===== src/verilog/eeprom_slave_pkg.sv =====
package eeprom_slave_pkg;
  localparam int ADDR_W = 11;
  localparam int PAGE_LOW_W = 5;
  localparam int PAGE_BYTES = 32;
  localparam int FIFO_DEPTH = 8;
  localparam int FIFO_WIDTH = ADDR_W + 8;
  localparam logic [3:0] BYTE_BITS = 4'h8;
  localparam logic [ADDR_W-1:0] ADDR_STEP = 11'h001;
  localparam logic [PAGE_LOW_W-1:0] PAGE_STEP = 5'h01;
  localparam logic [3:0] DEV_TYPE_DEFAULT = 4'h6; // arbitrary value
  localparam int CLK_HZ = 10_000_000;
  localparam int WRITE_TIME_MS = 10;
  // longest time: rounds down to whole cycles
  localparam int WRITE_CYCLES = (CLK_HZ / 1000) * WRITE_TIME_MS;
endpackage


===== src/verilog/serial_eeprom_bus_slave.sv =====
// Operation
// - bus idle only while data and clock both stay high.
// - data falling while clock high is a start; transfers begin with it.
// - data rising while clock high is a stop; it ends the transfer.
// - data stable during clock high; changes then are start or stop.
// - one clock pulse per bit, sampled during the high phase.
// - every byte, address byte included, goes most significant bit first.
// - eight bits then a ninth acknowledge bit, clocked by the master.
// - the acknowledger holds data low through the acknowledge high phase.
// - addressed receiver acknowledges each byte unless guarded or busy.
// - after the master withholds acknowledge, release data high.
// - respond only if upper four address bits match the type code.
// - next three address bits pick a 256-byte block, top address bits.
// - address byte lowest bit: one reads, zero writes.
// - write carries address byte, word address byte, then data bytes.
// - erase/write cycle starts at the closing stop, lasts at most 10 ms; busy here holds at least WRITE_CYCLES clocks, more while the drain stalls.
// - during the erase/write cycle ignore inputs, never acknowledge.
// - write increments only low five address bits, page bits kept.
// - writes only while guard low; high means no data acknowledge.
// - under guard, address and word address bytes still acknowledged.
// - read increments full eleven-bit address, 2047 wraps to 0.
// - support current-address, random and sequential reads.
`timescale 1ns/100ps

module word_fifo #(
  parameter int WIDTH = 8,
  parameter int DEPTH = 8
) (
  input wire logic i_clk,
  input wire logic i_srst,
  input wire logic i_ce,
  input wire logic i_in_valid,
  output logic o_in_ready,
  input wire logic [WIDTH-1:0] i_in_data,
  output logic o_out_valid,
  input wire logic i_out_ready,
  output logic [WIDTH-1:0] o_out_data
);
  localparam int PW = (DEPTH > 1) ? $clog2(DEPTH) : 1;
  localparam logic [PW:0] FULL_COUNT = (PW + 1)'(DEPTH);
  localparam logic [PW-1:0] LAST_PTR = PW'(DEPTH - 1);

  logic [WIDTH-1:0] mem [DEPTH];
  logic [PW-1:0] wr_ptr;
  logic [PW-1:0] rd_ptr;
  logic [PW:0] count;
  wire push = i_in_valid && o_in_ready;
  wire pop = o_out_valid && i_out_ready;
  wire [PW-1:0] next_wr_ptr = (wr_ptr == LAST_PTR) ? '0 : wr_ptr + 1'b1;
  wire [PW-1:0] next_rd_ptr = (rd_ptr == LAST_PTR) ? '0 : rd_ptr + 1'b1;

  assign o_in_ready = (count != FULL_COUNT);
  assign o_out_valid = (count != '0);
  assign o_out_data = mem[rd_ptr];

  always_ff @(posedge i_clk) begin
    if (i_ce && push) begin
      mem[wr_ptr] <= i_in_data;
    end
  end

  always_ff @(posedge i_clk) begin
    if (i_srst) begin
      wr_ptr <= '0;
      rd_ptr <= '0;
      count <= '0;
    end else if (i_ce) begin
      if (push) begin
        wr_ptr <= next_wr_ptr;
      end
      if (pop) begin
        rd_ptr <= next_rd_ptr;
      end
      if (push && !pop) begin
        count <= count + 1'b1;
      end else if (pop && !push) begin
        count <= count - 1'b1;
      end
    end
  end
endmodule

module serial_eeprom_bus_slave #(
  parameter logic [3:0] DEV_TYPE = eeprom_slave_pkg::DEV_TYPE_DEFAULT,
  parameter int unsigned WRITE_CYCLES = eeprom_slave_pkg::WRITE_CYCLES
) (
  input wire logic i_clk,
  input wire logic i_srst,
  input wire logic i_ce,
  input wire logic i_scl,
  input wire logic i_sda,
  output logic o_sda_out,
  output logic o_sda_oe,
  input wire logic i_write_guard,
  output logic [eeprom_slave_pkg::ADDR_W-1:0] o_mem_rd_addr,
  input wire logic [7:0] i_mem_rd_data,
  output logic o_mem_wr_valid,
  input wire logic i_mem_wr_ready,
  output logic [eeprom_slave_pkg::ADDR_W-1:0] o_mem_wr_addr,
  output logic [7:0] o_mem_wr_data,
  output logic o_busy
);
  localparam int AW = eeprom_slave_pkg::ADDR_W;
  localparam int PL = eeprom_slave_pkg::PAGE_LOW_W;
  localparam int TW = $clog2(WRITE_CYCLES + 1);
  localparam logic [TW-1:0] TIMER_LOAD = TW'(WRITE_CYCLES - 1);

  typedef enum logic [3:0] {
    S_IDLE, S_ADDR, S_ACK_ADDR, S_WADDR, S_ACK_WADDR, S_WDATA, S_ACK_WDATA,
    S_RDATA, S_RACK, S_RNEXT, S_WAIT
  } bus_state_t;

  // first flop of each synchroniser feeds only the second
  logic scl_m, scl_s, scl_d;
  logic sda_m, sda_s, sda_d;
  logic guard_m, guard_s;

  bus_state_t state, next_state;
  logic [7:0] shreg, next_shreg;
  logic [3:0] bit_cnt, next_bit_cnt;
  logic [AW-1:0] addr, next_addr;
  logic rw, next_rw;
  logic oe, next_oe;
  logic page_we;
  logic stop_seen;
  logic [7:0] page_data [eeprom_slave_pkg::PAGE_BYTES];
  logic [eeprom_slave_pkg::PAGE_BYTES-1:0] page_valid;
  logic [AW-PL-1:0] page_base;
  logic [PL-1:0] drain_idx;
  logic busy;
  logic [TW-1:0] timer;
  wire scl_rise = scl_s && !scl_d;
  wire scl_fall = !scl_s && scl_d;
  wire start_det = scl_s && scl_d && !sda_s && sda_d;
  wire stop_det = scl_s && scl_d && sda_s && !sda_d;
  wire byte_done = (bit_cnt == eeprom_slave_pkg::BYTE_BITS);
  wire type_match = (shreg[7:4] == DEV_TYPE);
  wire [AW-1:0] page_next_addr = {addr[AW-1:PL], addr[PL-1:0] + eeprom_slave_pkg::PAGE_STEP};
  wire [AW-1:0] seq_next_addr = addr + eeprom_slave_pkg::ADDR_STEP;
  wire [PL-1:0] wr_idx = addr[PL-1:0];

  wire fifo_in_valid = busy && page_valid[drain_idx];
  wire fifo_in_ready;
  wire fifo_out_valid;
  wire [eeprom_slave_pkg::FIFO_WIDTH-1:0] fifo_in_data = {page_base, drain_idx,
                                                          page_data[drain_idx]};
  wire [eeprom_slave_pkg::FIFO_WIDTH-1:0] fifo_out_data;
  wire write_pending = |page_valid;
  wire cycle_done = (timer == '0) && !write_pending && !fifo_out_valid;

  assign o_sda_out = 1'b0;
  assign o_sda_oe = oe;
  assign o_busy = busy;
  assign o_mem_rd_addr = addr;
  assign o_mem_wr_valid = fifo_out_valid;
  assign o_mem_wr_addr = fifo_out_data[eeprom_slave_pkg::FIFO_WIDTH-1:8];
  assign o_mem_wr_data = fifo_out_data[7:0];

  always_ff @(posedge i_clk) begin
    if (i_srst) begin
      {scl_m, scl_s, scl_d} <= 3'h7;
      {sda_m, sda_s, sda_d} <= 3'h7;
      {guard_m, guard_s} <= 2'h3;
    end else if (i_ce) begin
      {scl_m, scl_s, scl_d} <= {i_scl, scl_m, scl_s};
      {sda_m, sda_s, sda_d} <= {i_sda, sda_m, sda_s};
      {guard_m, guard_s} <= {i_write_guard, guard_m};
    end
  end

  always_comb begin
    next_state = state;
    next_shreg = shreg;
    next_bit_cnt = bit_cnt;
    next_addr = addr;
    next_rw = rw;
    next_oe = oe;
    page_we = 1'b0;
    if (busy) begin
      next_state = S_IDLE;
      next_oe = 1'b0;
    end else if (start_det) begin
      next_state = S_ADDR;
      next_bit_cnt = '0;
      next_oe = 1'b0;
    end else if (stop_det) begin
      next_state = S_IDLE;
      next_oe = 1'b0;
    end else begin
      unique case (state)
        S_IDLE, S_WAIT: begin
        end
        S_ADDR, S_WADDR, S_WDATA: begin
          if (scl_rise) begin
            next_shreg = {shreg[6:0], sda_s};
            next_bit_cnt = bit_cnt + 1'b1;
          end else if (scl_fall && byte_done) begin
            next_bit_cnt = '0;
            if (state == S_ADDR) begin
              if (type_match) begin
                next_state = S_ACK_ADDR;
                next_oe = 1'b1;
                next_rw = shreg[0];
                next_addr = {shreg[3:1], addr[7:0]};
              end else begin
                next_state = S_WAIT;
              end
            end else if (state == S_WADDR) begin
              next_state = S_ACK_WADDR;
              next_oe = 1'b1;
              next_addr = {addr[AW-1:8], shreg};
            end else begin
              next_state = S_ACK_WDATA;
              next_oe = !guard_s;
              if (!guard_s) begin
                page_we = 1'b1;
                next_addr = page_next_addr;
              end
            end
          end
        end
        S_ACK_ADDR: begin
          if (scl_fall) begin
            if (rw) begin
              next_state = S_RDATA;
              next_shreg = i_mem_rd_data;
              next_oe = !i_mem_rd_data[7];
            end else begin
              next_state = S_WADDR;
              next_oe = 1'b0;
            end
          end
        end
        S_ACK_WADDR, S_ACK_WDATA: begin
          if (scl_fall) begin
            next_state = S_WDATA;
            next_oe = 1'b0;
          end
        end
        S_RDATA: begin
          if (scl_rise) begin
            next_bit_cnt = bit_cnt + 1'b1;
          end else if (scl_fall) begin
            if (byte_done) begin
              next_state = S_RACK;
              next_bit_cnt = '0;
              next_oe = 1'b0;
              next_addr = seq_next_addr;
            end else begin
              next_shreg = {shreg[6:0], 1'b0};
              next_oe = !shreg[6];
            end
          end
        end
        S_RACK: begin
          if (scl_rise) begin
            next_state = sda_s ? S_WAIT : S_RNEXT;
          end
        end
        S_RNEXT: begin
          if (scl_fall) begin
            next_state = S_RDATA;
            next_shreg = i_mem_rd_data;
            next_oe = !i_mem_rd_data[7];
          end
        end
        default: begin
          next_state = S_IDLE;
          next_oe = 1'b0;
        end
      endcase
    end
  end

  always_ff @(posedge i_clk) begin
    if (i_srst) begin
      state <= S_IDLE;
      shreg <= '0;
      bit_cnt <= '0;
      addr <= '0;
      rw <= 1'b0;
      oe <= 1'b0;
    end else if (i_ce) begin
      state <= next_state;
      shreg <= next_shreg;
      bit_cnt <= next_bit_cnt;
      addr <= next_addr;
      rw <= next_rw;
      oe <= next_oe;
    end
  end

  // page bytes are held until the stop, so a transfer cut short by
  // a repeated start still commits at the next stop
  always_ff @(posedge i_clk) begin
    if (i_ce && page_we) begin
      page_data[wr_idx] <= shreg;
    end
  end

  always_ff @(posedge i_clk) begin
    if (i_srst) begin
      page_valid <= '0;
      page_base <= '0;
    end else if (i_ce) begin
      if (page_we) begin
        page_valid[wr_idx] <= 1'b1;
        page_base <= addr[AW-1:PL];
      end else if (fifo_in_valid && fifo_in_ready) begin
        page_valid[drain_idx] <= 1'b0;
      end
    end
  end

  always_ff @(posedge i_clk) begin
    if (i_srst) begin
      busy <= 1'b0;
      timer <= '0;
      drain_idx <= '0;
      stop_seen <= 1'b0;
    end else if (i_ce) begin
      stop_seen <= stop_det;
      if (!busy && stop_det && write_pending) begin
        busy <= 1'b1;
        timer <= TIMER_LOAD;
        drain_idx <= '0;
      end else if (busy) begin
        if (timer != '0) begin
          timer <= timer - 1'b1;
        end
        if (!page_valid[drain_idx] || fifo_in_ready) begin
          drain_idx <= drain_idx + 1'b1;
        end
        if (cycle_done) begin
          busy <= 1'b0;
        end
      end
    end
  end

  // the memory port stalls the drain; busy stretches until it empties
  word_fifo #(
    .WIDTH(eeprom_slave_pkg::FIFO_WIDTH),
    .DEPTH(eeprom_slave_pkg::FIFO_DEPTH)
  ) u_fifo (
    .i_clk(i_clk),
    .i_srst(i_srst),
    .i_ce(i_ce),
    .i_in_valid(fifo_in_valid),
    .o_in_ready(fifo_in_ready),
    .i_in_data(fifo_in_data),
    .o_out_valid(fifo_out_valid),
    .i_out_ready(i_mem_wr_ready),
    .o_out_data(fifo_out_data)
  );

  AST_BUSY_SILENT:
  assert property (@(posedge i_clk) disable iff (i_srst) busy |-> !o_sda_oe && state == S_IDLE)
    else $error("data line driven during erase/write cycle");
  AST_DRIVE_ON_LOW_CLOCK:
  assert property (@(posedge i_clk) disable iff (i_srst) $changed(o_sda_oe) |-> !scl_d)
    else $error("data line changed while clock high");
  AST_ADDR_MATCH:
  assert property (@(posedge i_clk) disable iff (i_srst)
    (state == S_ACK_ADDR && $past(state) == S_ADDR) |-> $past(shreg[7:4]) == DEV_TYPE)
    else $error("address acknowledged without type match");
  AST_ADDR_ACK_HELD:
  assert property (@(posedge i_clk) disable iff (i_srst)
    (state == S_ACK_ADDR || state == S_ACK_WADDR) |-> o_sda_oe)
    else $error("address byte not acknowledged");
  AST_GUARD_NO_ACK:
  assert property (@(posedge i_clk) disable iff (i_srst)
    (state == S_ACK_WDATA && $past(state) == S_WDATA) |-> o_sda_oe == !$past(guard_s))
    else $error("data acknowledge disagrees with write guard");
  AST_PAGE_WRAP:
  assert property (@(posedge i_clk) disable iff (i_srst)
    page_we && i_ce |=> addr[AW-1:PL] == $past(addr[AW-1:PL])
      && addr[PL-1:0] == $past(addr[PL-1:0]) + eeprom_slave_pkg::PAGE_STEP)
    else $error("page write address step wrong");
  AST_READ_STEP:
  assert property (@(posedge i_clk) disable iff (i_srst)
    (state == S_RACK && $past(state) == S_RDATA)
      |-> addr == $past(addr) + eeprom_slave_pkg::ADDR_STEP)
    else $error("read address step wrong");
  AST_NACK_RELEASE:
  assert property (@(posedge i_clk) disable iff (i_srst)
    (state == S_RACK && scl_rise && sda_s && !start_det && !stop_det && i_ce)
      |=> !o_sda_oe && state == S_WAIT)
    else $error("data line not released after withheld acknowledge");
  AST_CYCLE_ON_STOP:
  assert property (@(posedge i_clk) disable iff (i_srst) $rose(busy) |-> stop_seen)
    else $error("erase/write cycle began without a stop");
endmodule


===== config.mk =====
export PLATFORM = sky130hd
export DESIGN_NAME = serial_eeprom_bus_slave
export DESIGN_NICKNAME = d
export VERILOG_FILES = /design/src/verilog/eeprom_slave_pkg.sv /design/src/verilog/serial_eeprom_bus_slave.sv
export SDC_FILE = /design/constraint.sdc
export NUM_CORES = 1
export LEC_CHECK = 0
export BUFFER_PORTS_ARGS = -buffer_cell sky130_fd_sc_hd__buf_2
export CORE_AREA = 2 2 274 276
export CTS_CLUSTER_DIAMETER = 120
export DETAILED_ROUTE_END_ITERATION = 12
export DIE_AREA = 0 0 276 278
export GPL_TIMING_DRIVEN = 0
export PLACE_DENSITY = 0.53
export RECOVER_POWER = 100
export SETUP_SLACK_MARGIN = 0.15
export SLEW_MARGIN = 20
export SYNTH_ARGS = -nofsm -noshare
export SYNTH_HDL_FRONTEND = slang
export SYNTH_HIERARCHICAL = 1
export SYNTH_SLANG_ARGS = --single-unit

===== constraint.sdc =====
create_clock -name i_clk -period 4.71 [get_ports i_clk]
set_input_delay 0.2355 -clock i_clk [delete_from_list [all_inputs] [get_ports i_clk]]
set_output_delay 0.2355 -clock i_clk [all_outputs]
set_load 0.05 [all_outputs]

==> results.py, run 1 <==
metrics = {
    "drt": {
        "route.detailed.wl_per_inst_microns": 21.6,
        "wirelength_microns": 54700,
        "detailedRoute.firstIterationViolations": 1139,
        "via_count": 12900,
        "drc": 8,
        "avgViaCountPerCell": 5.09,
        "detail_route.first_pass.iterations": 10,
        "detail-route-antenna-nets": 0,
    },
    "floorplan": {
        "row_count": 100,
        "die_extent_in_y_microns": 278,
        "floorplan.initialDensity_pct": 29.8,
        "die_w_microns": 276,
        "fp.dieArea_sq_um": 76700,
        "floorplan_core_area_sq_um": 73800,
        "ios": 49,
    },
    "grt": {
        "track_usage_pct": 14.3,
        "globalRoute.totalOverflow": 0,
        "number_of_antenna_violations_at_the_first_check_in_global_routing": 0,
        "via_count_of_the_first_global_routing_pass": 13200,
        "global_route_wire_length_before_repair_microns": 83600,
        "grt_max_degree": 38,
    },
    "critical_path": {
        "worst-path-max-fanout": 17,
        "worst_setup_path_end_kind": "flip-flop",
        "worstPathRequired_ps": 5000,
        "worstPathArrival_ps": 4620,
        "worstSetupPathType": "flip-flop to flip-flop",
        "startpoint_type": "flip-flop",
    },
    "sta": {
        "fmax_mhz": 231,
        "final.period_utilization_pct": 91.9,
        "post-route-min-period_ps": 4330,
        "finalSetupViolations": 0,
        "timing.hold.ws_ps": 63.1,
        "slew_headroom_pct": 3.09,
        "grt_setup_unrepaired": "no",
        "drv_slew": 0,
        "tightest_slew_ps": 1450,
        "fin_skew_ps": 27.8,
        "report.final.hold_viol_count": 0,
    },
    "yosys": {
        "mappedNetlistNets": 1424,
        "cells_taking_the_most_area_after_synthesis": "edfxtp_1, mux4_2, dfxtp_1, mux2_2, mux2i_1",
        "cells_after_synth": 1386,
        "share_of_the_yosys_chip_area_belonging_to_registers_pct": 66.3,
        "ys_dominant_reg_cell": "edfxtp_1",
        "post_synthesis_xor_xnor_area_fraction_pct": 0.558,
        "yosys-mux-area-fraction_pct": 15.7,
        "post-synth-top-area-cell": "edfxtp_1",
        "yosys.area_share.adder_pct": 1.34,
        "yosys.area_share.simple_pct": 7.27,
        "share_of_the_synthesized_area_in_compound_gates_ao_oa_aoi_oai_pct": 6.61,
        "top_count_cell_post_synth": "edfxtp_1",
        "synth-edff-count": 408,
        "synth_top_area_share_pct": 55.7,
        "synthArstFlopShare_pct": 0,
        "synth-seq-cells": 524,
        "synth_top_family_by_area": "multiplexers",
        "ys_warn_count": 6,
        "synth.cell_area_sq_um": 22000,
        "synth_cell_type_count": 84,
        "synth_commonest_cells": "edfxtp_1, mux4_2, dfxtp_1",
        "synthesis.area_per_instance_sq_um": 15.9,
    },
    "clocking": {
        "clockBufferDepth": 3,
        "clkLatencyLatePin_ps": 620,
        "cts_htree_levels": 2,
        "numCtsBuffers": 57,
        "clk_root_buffer_cell": "clkbuf_16",
        "clock_tree_from_tritoncts": "done",
        "clock_sinks": 524,
        "cts.reportedPaths.clkPinSlew_ps": 60,
    },
    "cells_and_area": {
        "final_nets": 1555,
        "final_layout_size_suffix_gt1_share_pct": 19.3,
        "final-instance-count-excl-fill": 2536,
        "fin_area_sq_um": 25500,
        "flow.area_growth_from_synthesis_pct": 15.8,
    },
    "place": {
        "detailedPlacementHpwl_microns": 37200,
        "globalplace.congestion": 0.872,
        "number_of_input_and_output_port_buffers_inserted": 46,
        "placed_area_sq_um": 23600,
        "dp.cells": 2415,
    },
    "run": {
        "reported_max_cap_violation_count": 0,
    },
    "power_and_ir_drop": {
        "static-leakage-power_nw": 8.82,
        "vdd_drop_max_mv": 0.246,
        "p_per_area_nw_per_um2": 369,
        "report.power.total_mw": 9.40,
    },
    "run_status": {
        "violated_checks": "DRC",
        "result_of_the_run": "finished, violations left",
    },
    "min_path": {
        "worstHoldPathType": "input port to flip-flop",
    },
}
[through the flow]
step                      utilization, %  worst slack, ps  setup TNS (ps)
final                               34.5              380               0
after global routing                34.5              114               0
after CTS                           34.7              159               0
after detailed placement            32.0              150               0
after global placement              31.7            -2270         -149620
after floorplan                        -              292               0
[final timing paths]
| kind | start | to | slack [ps] | cells past startpoint |
|---|---|---|---|---|
| worst max-delay path | drain_idx[4] | u_fifo/mem[0][3] | 380 | 12 |
| worst min-delay path | i_mem_rd_data[7] | shreg[7] | 60 | 3 |
| worst min register to register | sda_m | sda_s | 470 | 2 |
| worst max register to register | drain_idx[4] | u_fifo/mem[0][3] | 380 | 12 |
[per-layer routing]
metal	global-route usage (%)	wire length, microns	part of all wire (%)	vias to the layer above
li1	-	-	-	5808
met1	19.9	25100	46	6690
met2	23.0	25800	47	326
met3	2.33	2530	4.6	84
met4	4.18	1200	2.2	0
met5	0	0	0	-
[final cells by class]
| type | instances | area, sq um |
|---|---|---|
| inverter | 36 | 135 |
| clock inverter | 36 | 354 |
| timing repair buffer | 72 | 387 |
| sequential | 524 | 14600 |
| clock buffer | 71 | 1490 |
| antenna | 2 | 5.00 |
| tap | 969 | 1210 |
| multi-input combinational | 748 | 6950 |
| buffer | 78 | 353 |
| fill | 7117 | 48400 |
[critical path, stage by stage, from the launching register on]
cell	delay, ps
dfxtp_1	750
and3b_1	260
clkbuf_1	260
a22oi_1	110
o2111ai_1	350
o41ai_4	150
inv_2	120
buf_6	150
buf_6	180
nand3_1	310
nor4_1	840
buf_2	320
clkbuf_2	220
[sequential cells by signal, indices dropped and copies added, names as in the netlist, 3 cells and up, named ones only]
signal,count
u_fifo/mem,152
page_data,256
u_fifo/wr_ptr,3
drain_idx,5
u_fifo/count,4
bit_cnt,4
shreg,8
u_fifo/rd_ptr,3
page_valid,32
timer,17
page_base,6
state,4
o_mem_rd_addr,11
[placed cells by master (no fill, tap or decap), drive strengths merged, types with 5 or more instances in the layout]
master	n
a211oi	31
and3b	5
o21ai	26
clkbuf	161
inv	36
clkinv	26
edfxtp	408
nand4	11
and3	6
o211ai	8
and2	7
mux2i	33
nor3	20
or3	12
dlygate4sd3	11
ha	22
mux4	121
a21oi	64
dfxtp	116
a311oi	11
mux2	34
nor3b	6
a21o	10
nand2b	13
xnor2	11
a31oi	17
nand3	31
nand3b	5
nor2	86
nand2	61
o21a	6
bufinv	6
nor4	15
buf	49
nor2b	5
[power by group]
part | switching (mW) | internal [mW] | total, mW
Combinational | 0.0564 | 0.0265 | 0.0829
Clock | 1.82 | 2.57 | 4.39
Sequential | 0.00352 | 4.92 | 4.92
[timing repair]
item | 4_1_cts | 5_1_grt
gates resized for setup | 1 | 7
pin swaps | 0 | 1
hold buffers | 11 | 0
endpoints found under the hold margin | 23 | 0
setup buffers | 0 | 1
setup endpoints to repair | 1 | 91
[cell families (layout without fill, tap and decap cells)]
group,count (synthesis),in the layout
flops,524,524
simple gates,309,309
compound gates,213,213
mux,188,188
buf+inv,114,293
fa+ha+maj,23,23
xor+xnor,14,14
other cells,1,3
(Power assumes the default switching activity.)
==> inputs of run 2 (changes only) <==
--- a/config.mk
+++ b/config.mk
@@ -11,7 +11,7 @@
 export DETAILED_ROUTE_END_ITERATION = 12
 export DIE_AREA = 0 0 276 278
 export GPL_TIMING_DRIVEN = 0
-export PLACE_DENSITY = 0.53
+export PLACE_DENSITY = 0.51
 export RECOVER_POWER = 100
 export SETUP_SLACK_MARGIN = 0.15
 export SLEW_MARGIN = 20
==> constraint.sdc (replaced) <==
create_clock -name i_clk -period 5.3 [get_ports i_clk]
set_input_delay 0.265 -clock i_clk [delete_from_list [all_inputs] [get_ports i_clk]]
set_output_delay 0.265 -clock i_clk [all_outputs]
set_load 0.05 [all_outputs]
==> run 2 against run 1 <==
Critical path depth up 4; total power down 11%; clock-buffer cell count unchanged; core utilization down 0.056 points; clock skew up 7.5 ps; critical endpoint is now u_fifo/count[3]; sequential power down 11%; the flow finishes with violations (DRC, capacitance limit, slew limit).
==> results.py, run 2 (synthesis gave the netlist of run 1 again) <==
metrics = {
    "sta": {
        "drv_slew": 34,
        "final.period_utilization_pct": 89.9,
        "report.final.hold_viol_count": 0,
        "fmax_mhz": 210,
        "tightest_slew_ps": 1800,
        "layout_setup_ws_ps": 534,
        "slew_headroom_pct": -19.7,
        "fin_skew_ps": 35.3,
        "grt_setup_unrepaired": "no",
        "post-route-min-period_ps": 4770,
        "finalSetupViolations": 0,
        "timing.hold.ws_ps": 56.5,
    },
    "cells_and_area": {
        "flow.area_growth_from_synthesis_pct": 15.6,
        "final_nets": 1554,
        "diode_count": 0,
        "final_layout_size_suffix_gt1_share_pct": 19.3,
        "largest_register": "page_data",
        "layout.filler_cells": 7125,
        "final_cell_mix": "edfxtp_1, mux4_2, dfxtp_1",
        "most_common_cell_after_layout_fill_and_taps_aside": "edfxtp_1",
        "multiInputGateArea_sq_um": 6930,
        "reg_top3": "page_data x256, u_fifo/mem x152, page_valid x32",
        "seqCellArea_sq_um": 14600,
        "largest_register_ffs": 256,
    },
    "clocking": {
        "clock_sinks": 524,
        "clockBufferDepth": 3,
        "clock_tree_from_tritoncts": "done",
        "cts_htree_levels": 2,
        "post_cts_resized": 0,
        "numCtsBuffers": 55,
        "clkLatencyLatePin_ps": 610,
        "cts.reportedPaths.clkPinSlew_ps": 60,
        "clk_root_buffer_cell": "clkbuf_16",
        "cts_post_setup_buffers_inserted": 0,
    },
    "drt": {
        "drc": 5,
        "avgViaCountPerCell": 5.12,
        "via_count": 12900,
        "detailedRoute.firstIterationViolations": 1224,
        "detail-route-antenna-nets": 0,
        "detail_route.first_pass.iterations": 11,
        "wirelength_microns": 55400,
        "route.detailed.wl_per_inst_microns": 21.9,
    },
    "critical_path": {
        "critical_path.cell_chain": "clkbuf_1, nor3b_1, a22oi_1, o2111ai_1, o41ai_4, inv_1, buf_6, buf_6, and2_2, ha_1, inv_1, ha_1, and3_1, or4b_1, a21o_1, a21oi_2",
        "critical-path-max-stage-delay_ps": 650,
        "worstPathRequired_ps": 5830,
        "worstPathArrival_ps": 5300,
        "startpoint_type": "flip-flop",
        "worst_setup_path_end_kind": "flip-flop",
        "worst-path-max-fanout": 11,
        "worstSetupPathType": "flip-flop to flip-flop",
        "cpMaxStageDelayCell": "nor3b_1",
    },
    "grt": {
        "number_of_antenna_violations_at_the_first_check_in_global_routing": 0,
        "global_route_wire_length_before_repair_microns": 83700,
        "globalRoute.totalOverflow": 0,
        "via_count_of_the_first_global_routing_pass": 13100,
        "track_usage_pct": 14.4,
        "grt_max_degree": 38,
    },
    "floorplan": {
        "die_w_microns": 276,
        "ios": 49,
        "die_extent_in_y_microns": 278,
        "floorplan.initialDensity_pct": 29.8,
        "fp.dieArea_sq_um": 76700,
        "row_count": 100,
        "floorplan_core_area_sq_um": 73800,
    },
    "power_and_ir_drop": {
        "static-leakage-power_nw": 8.83,
        "p_per_area_nw_per_um2": 327,
        "vdd_drop_max_mv": 0.231,
        "report.power.total_mw": 8.32,
    },
    "place": {
        "place_ws_ps": 712,
        "number_of_input_and_output_port_buffers_inserted": 46,
        "globalplace.congestion": 0.857,
        "detailedPlacementHpwl_microns": 37200,
    },
    "min_path": {
        "worstHoldPathType": "input port to flip-flop",
    },
    "run_status": {
        "violated_checks": "DRC, capacitance limit, slew limit",
        "result_of_the_run": "finished, violations left",
    },
    "run": {
        "reported_max_cap_violation_count": 1,
    },
}
[run 2: timing repair]
action / 4_1_cts / 5_1_grt
hold buffers: 11 / 0
endpoints found under the setup margin: 0 / 0
hold endpoints to repair: 23 / 0
[run 2: final cells by class]
type	count	share of cell area (%)
inverter	36	0.531
timing repair buffer	73	1.59
sequential	524	57.3
clock inverter	30	1.16
buffer	78	1.38
clock buffer	71	5.97
multi-input combinational	748	27.3
tap	969	4.77
[run 2: per-layer routing]
layer  share of wire (%)  global-route usage, %  wire length, microns
met1                  46                   20.2                 25400
met2                  48                   23.5                 26300
met3                 4.9                   1.98                  2720
met4                 1.6                   3.49                   910
met5                   0                      0                     0
[run 2: per-stage QoR]
| step | setup TNS (ps) | cells | utilization [%] | instance area, sq um |
|---|---|---|---|---|
| 6_report | 0 | 2529 | 34.4 | 25400 |
| 5_1_grt | 0 | 2529 | 34.4 | 25400 |
| 4_1_cts | 0 | 2529 | 34.6 | 25500 |
| 3_5_place_dp | 0 | 2417 | 32.0 | 23600 |
| 3_3_place_gp | -85580 | 2401 | 31.7 | 23400 |
| 2_1_floorplan | 0 | 1386 | - | 22000 |
[run 2: where the power goes]
group / total, mW / switching (mW) / internal, mW
Clock: 3.87 / 1.61 / 2.26
Combinational: 0.0746 / 0.0509 / 0.0236
Sequential: 4.37 / 0.00332 / 4.37
Total: 8.32 / 1.66 / 6.66
[run 2: critical path, delay by kind of cell, from the launching register on]
| family | cells | cell delay [ps] |
|---|---|---|
| AO/OA/AOI/OAI | 5 | 1060 |
| adder cells (fa/ha/maj) | 2 | 510 |
| buffers and inverters | 5 | 1040 |
| flip-flops | 1 | 540 |
| AND/OR/NAND/NOR | 4 | 1540 |
[run 2: worst paths after layout]
kind / slack [ps] / cells after the start / start / to
min: 60 / 3 / i_mem_rd_data[7] / shreg[7]
min reg2reg: 480 / 2 / guard_m / guard_s
max: 530 / 16 / drain_idx[3] / u_fifo/count[3]
max reg2reg: 530 / 16 / drain_idx[3] / u_fifo/count[3]
==> inputs of run 3 (changes only) <==
--- a/config.mk
+++ b/config.mk
@@ -6,12 +6,12 @@
 export NUM_CORES = 1
 export LEC_CHECK = 0
 export BUFFER_PORTS_ARGS = -buffer_cell sky130_fd_sc_hd__buf_2
-export CORE_AREA = 2 2 274 276
+export CORE_AREA = 2 2 187 189
 export CTS_CLUSTER_DIAMETER = 120
 export DETAILED_ROUTE_END_ITERATION = 12
-export DIE_AREA = 0 0 276 278
+export DIE_AREA = 0 0 189 191
 export GPL_TIMING_DRIVEN = 0
-export PLACE_DENSITY = 0.51
+export PLACE_DENSITY = 0.89
 export RECOVER_POWER = 100
 export SETUP_SLACK_MARGIN = 0.15
 export SLEW_MARGIN = 20
==> run 3 against run 2 <==
The flow finishes with violations (capacitance limit, slew limit); fmax decreased by 2.6%; total power decreased by 4.3%; wire length increased by 1.5%; largest power group unchanged; highest routed layer unchanged.
==> results.py, run 3 (synthesis gave the netlist of run 1 again) <==
metrics = {
    "cells_and_area": {
        "reg_top3": "page_data x256, u_fifo/mem x152, page_valid x32",
        "flow.area_growth_from_synthesis_pct": 11.3,
        "most_common_cell_after_layout_fill_and_taps_aside": "edfxtp_1",
        "final_layout_size_suffix_gt1_share_pct": 18.3,
        "final_cell_mix": "edfxtp_1, mux4_2, dfxtp_1",
        "largest_register": "page_data",
        "final_nets": 1540,
        "largest_register_ffs": 256,
    },
    "grt": {
        "via_count_of_the_first_global_routing_pass": 13800,
        "met2_usage_pct": 55.7,
        "globalRoute.totalOverflow": 0,
        "number_of_antenna_violations_at_the_first_check_in_global_routing": 0,
        "track_usage_pct": 31.8,
        "gr-max-usage-layer": "met2",
        "gr-usage-met1_pct": 40.2,
        "globalRouteMet3Util_pct": 5.05,
        "grt_max_degree": 38,
        "global_route_wire_length_before_repair_microns": 85100,
    },
    "sta": {
        "post-route-min-period_ps": 4900,
        "fin_skew_ps": 24.3,
        "tightest_slew_ps": 1580,
        "report.final.hold_viol_count": 0,
        "grt_setup_unrepaired": "no",
        "finalSetupViolations": 0,
        "timing.hold.ws_ps": 15.5,
        "final.setup.tns_ps": 0,
        "final.period_utilization_pct": 92.4,
        "fmax_mhz": 204,
        "slew_headroom_pct": -5.32,
        "drv_slew": 74,
    },
    "critical_path": {
        "startpoint_type": "flip-flop",
        "worst-path-max-fanout": 11,
        "worstPathArrival_ps": 5180,
        "timing.reg2reg.setup_slack_ps": 400,
        "cp-endpoint": "u_fifo/mem[1][3]",
        "crit-reg2reg-launch": "drain_idx[3]",
        "worstPathRequired_ps": 5580,
        "worst_setup_path_end_kind": "flip-flop",
        "worstSetupPathType": "flip-flop to flip-flop",
        "cp-startpoint": "drain_idx[3]",
        "timing.rr.end": "u_fifo/mem[1][3]",
        "rr_worst_depth": 13,
    },
    "drt": {
        "detail_route.first_pass.iterations": 5,
        "avgViaCountPerCell": 6.91,
        "detail-route-antenna-nets": 0,
        "route.detailed.wl_per_inst_microns": 28.1,
        "drc": 0,
        "wirelength_microns": 56200,
        "detailedRoute.firstIterationViolations": 1922,
        "via_count": 13800,
    },
    "clocking": {
        "clk_root_buffer_cell": "clkbuf_16",
        "clkLatencyLatePin_ps": 600,
        "clock_sinks": 524,
        "post_cts_resized": 0,
        "cts_htree_levels": 2,
        "clock_tree_from_tritoncts": "done",
        "cts.hold.buffers_added": 4,
        "cts.reportedPaths.clkPinSlew_ps": 60,
        "cts_post_setup_buffers_inserted": 0,
        "clockBufferDepth": 3,
        "numCtsBuffers": 51,
    },
    "place": {
        "number_of_input_and_output_port_buffers_inserted": 46,
        "globalplace.congestion": 0.912,
        "detailedPlacementHpwl_microns": 35300,
    },
    "floorplan": {
        "row_count": 68,
        "floorplan.initialDensity_pct": 64.4,
        "die_extent_in_y_microns": 191,
        "ios": 49,
        "fp.dieArea_sq_um": 36100,
        "die_w_microns": 189,
        "floorplan_core_area_sq_um": 34100,
    },
    "min_path": {
        "worstHoldPathType": "input port to flip-flop",
    },
    "run": {
        "reported_max_cap_violation_count": 2,
    },
    "power_and_ir_drop": {
        "static-leakage-power_nw": 8.68,
        "vdd_drop_max_mv": 0.270,
        "p_per_area_nw_per_um2": 325,
    },
    "run_status": {
        "violated_checks": "capacitance limit, slew limit",
        "result_of_the_run": "finished, violations left",
    },
}
==> run 3: power breakdown <==
group	total (mW)	internal (mW)	switching, mW
Clock	3.51	1.98	1.53
Sequential	4.37	4.37	0.00311
Combinational	0.0702	0.0202	0.0500
==> run 3: worst min path at each step <==
stage	start	endpoint	slack [ps]	depth (start not counted)
2_1_floorplan	i_sda	sda_m	390	2
3_3_place_gp	sda_m	sda_m	450	2
3_5_place_dp	guard_m	guard_m	460	2
4_1_cts	i_mem_rd_data[0]	shreg[0]	4	3
5_1_grt	i_mem_rd_data[4]	shreg[4]	40	3
6_report	i_mem_rd_data[0]	shreg[0]	20	3
==> run 3: critical path, stage by stage (launching register included) <==
cell and delay [ps]:
dfxtp_1 500, clkbuf_1 390, nor3b_1 800, a22oi_1 200, o2111ai_1 360, o41ai_4 140, inv_1 170, buf_6 160
buf_6 180, and2_2 170, nand3_1 220, nor3_2 420, clkbuf_1 540, buf_4 320
==> run 3: final cells by class <==
class                      instances  area (sq um)
sequential                       524         14600
fill                            2035          9640
multi-input combinational        748          6920
clock buffer                      66          1370
tap                              455           569
buffer                            78           350
timing repair buffer              63           319
clock inverter                    27           236
inverter                          36           135
antenna                            1          2.50
==> run 3: metrics by stage <==
step	total power, mW	worst slack [ps]	utilization (%)	area (sq um)	std cells
floorplan	4.50	882	-	22000	1386
global placement	4.52	-1150	66.8	22800	1887
detailed placement	4.53	908	67.3	22900	1900
CTS	7.96	824	72.1	24600	1997
global route	8.12	219	71.8	24500	1997
finish	7.96	405	71.8	24500	1998
==> run 3: per-layer routing <==
layer | vias to the layer above | part of all wire [%]
li1 | 5762 | -
met1 | 6882 | 35
met2 | 965 | 51
met3 | 202 | 9.3
met4 | 0 | 4.5
met5 | - | 0
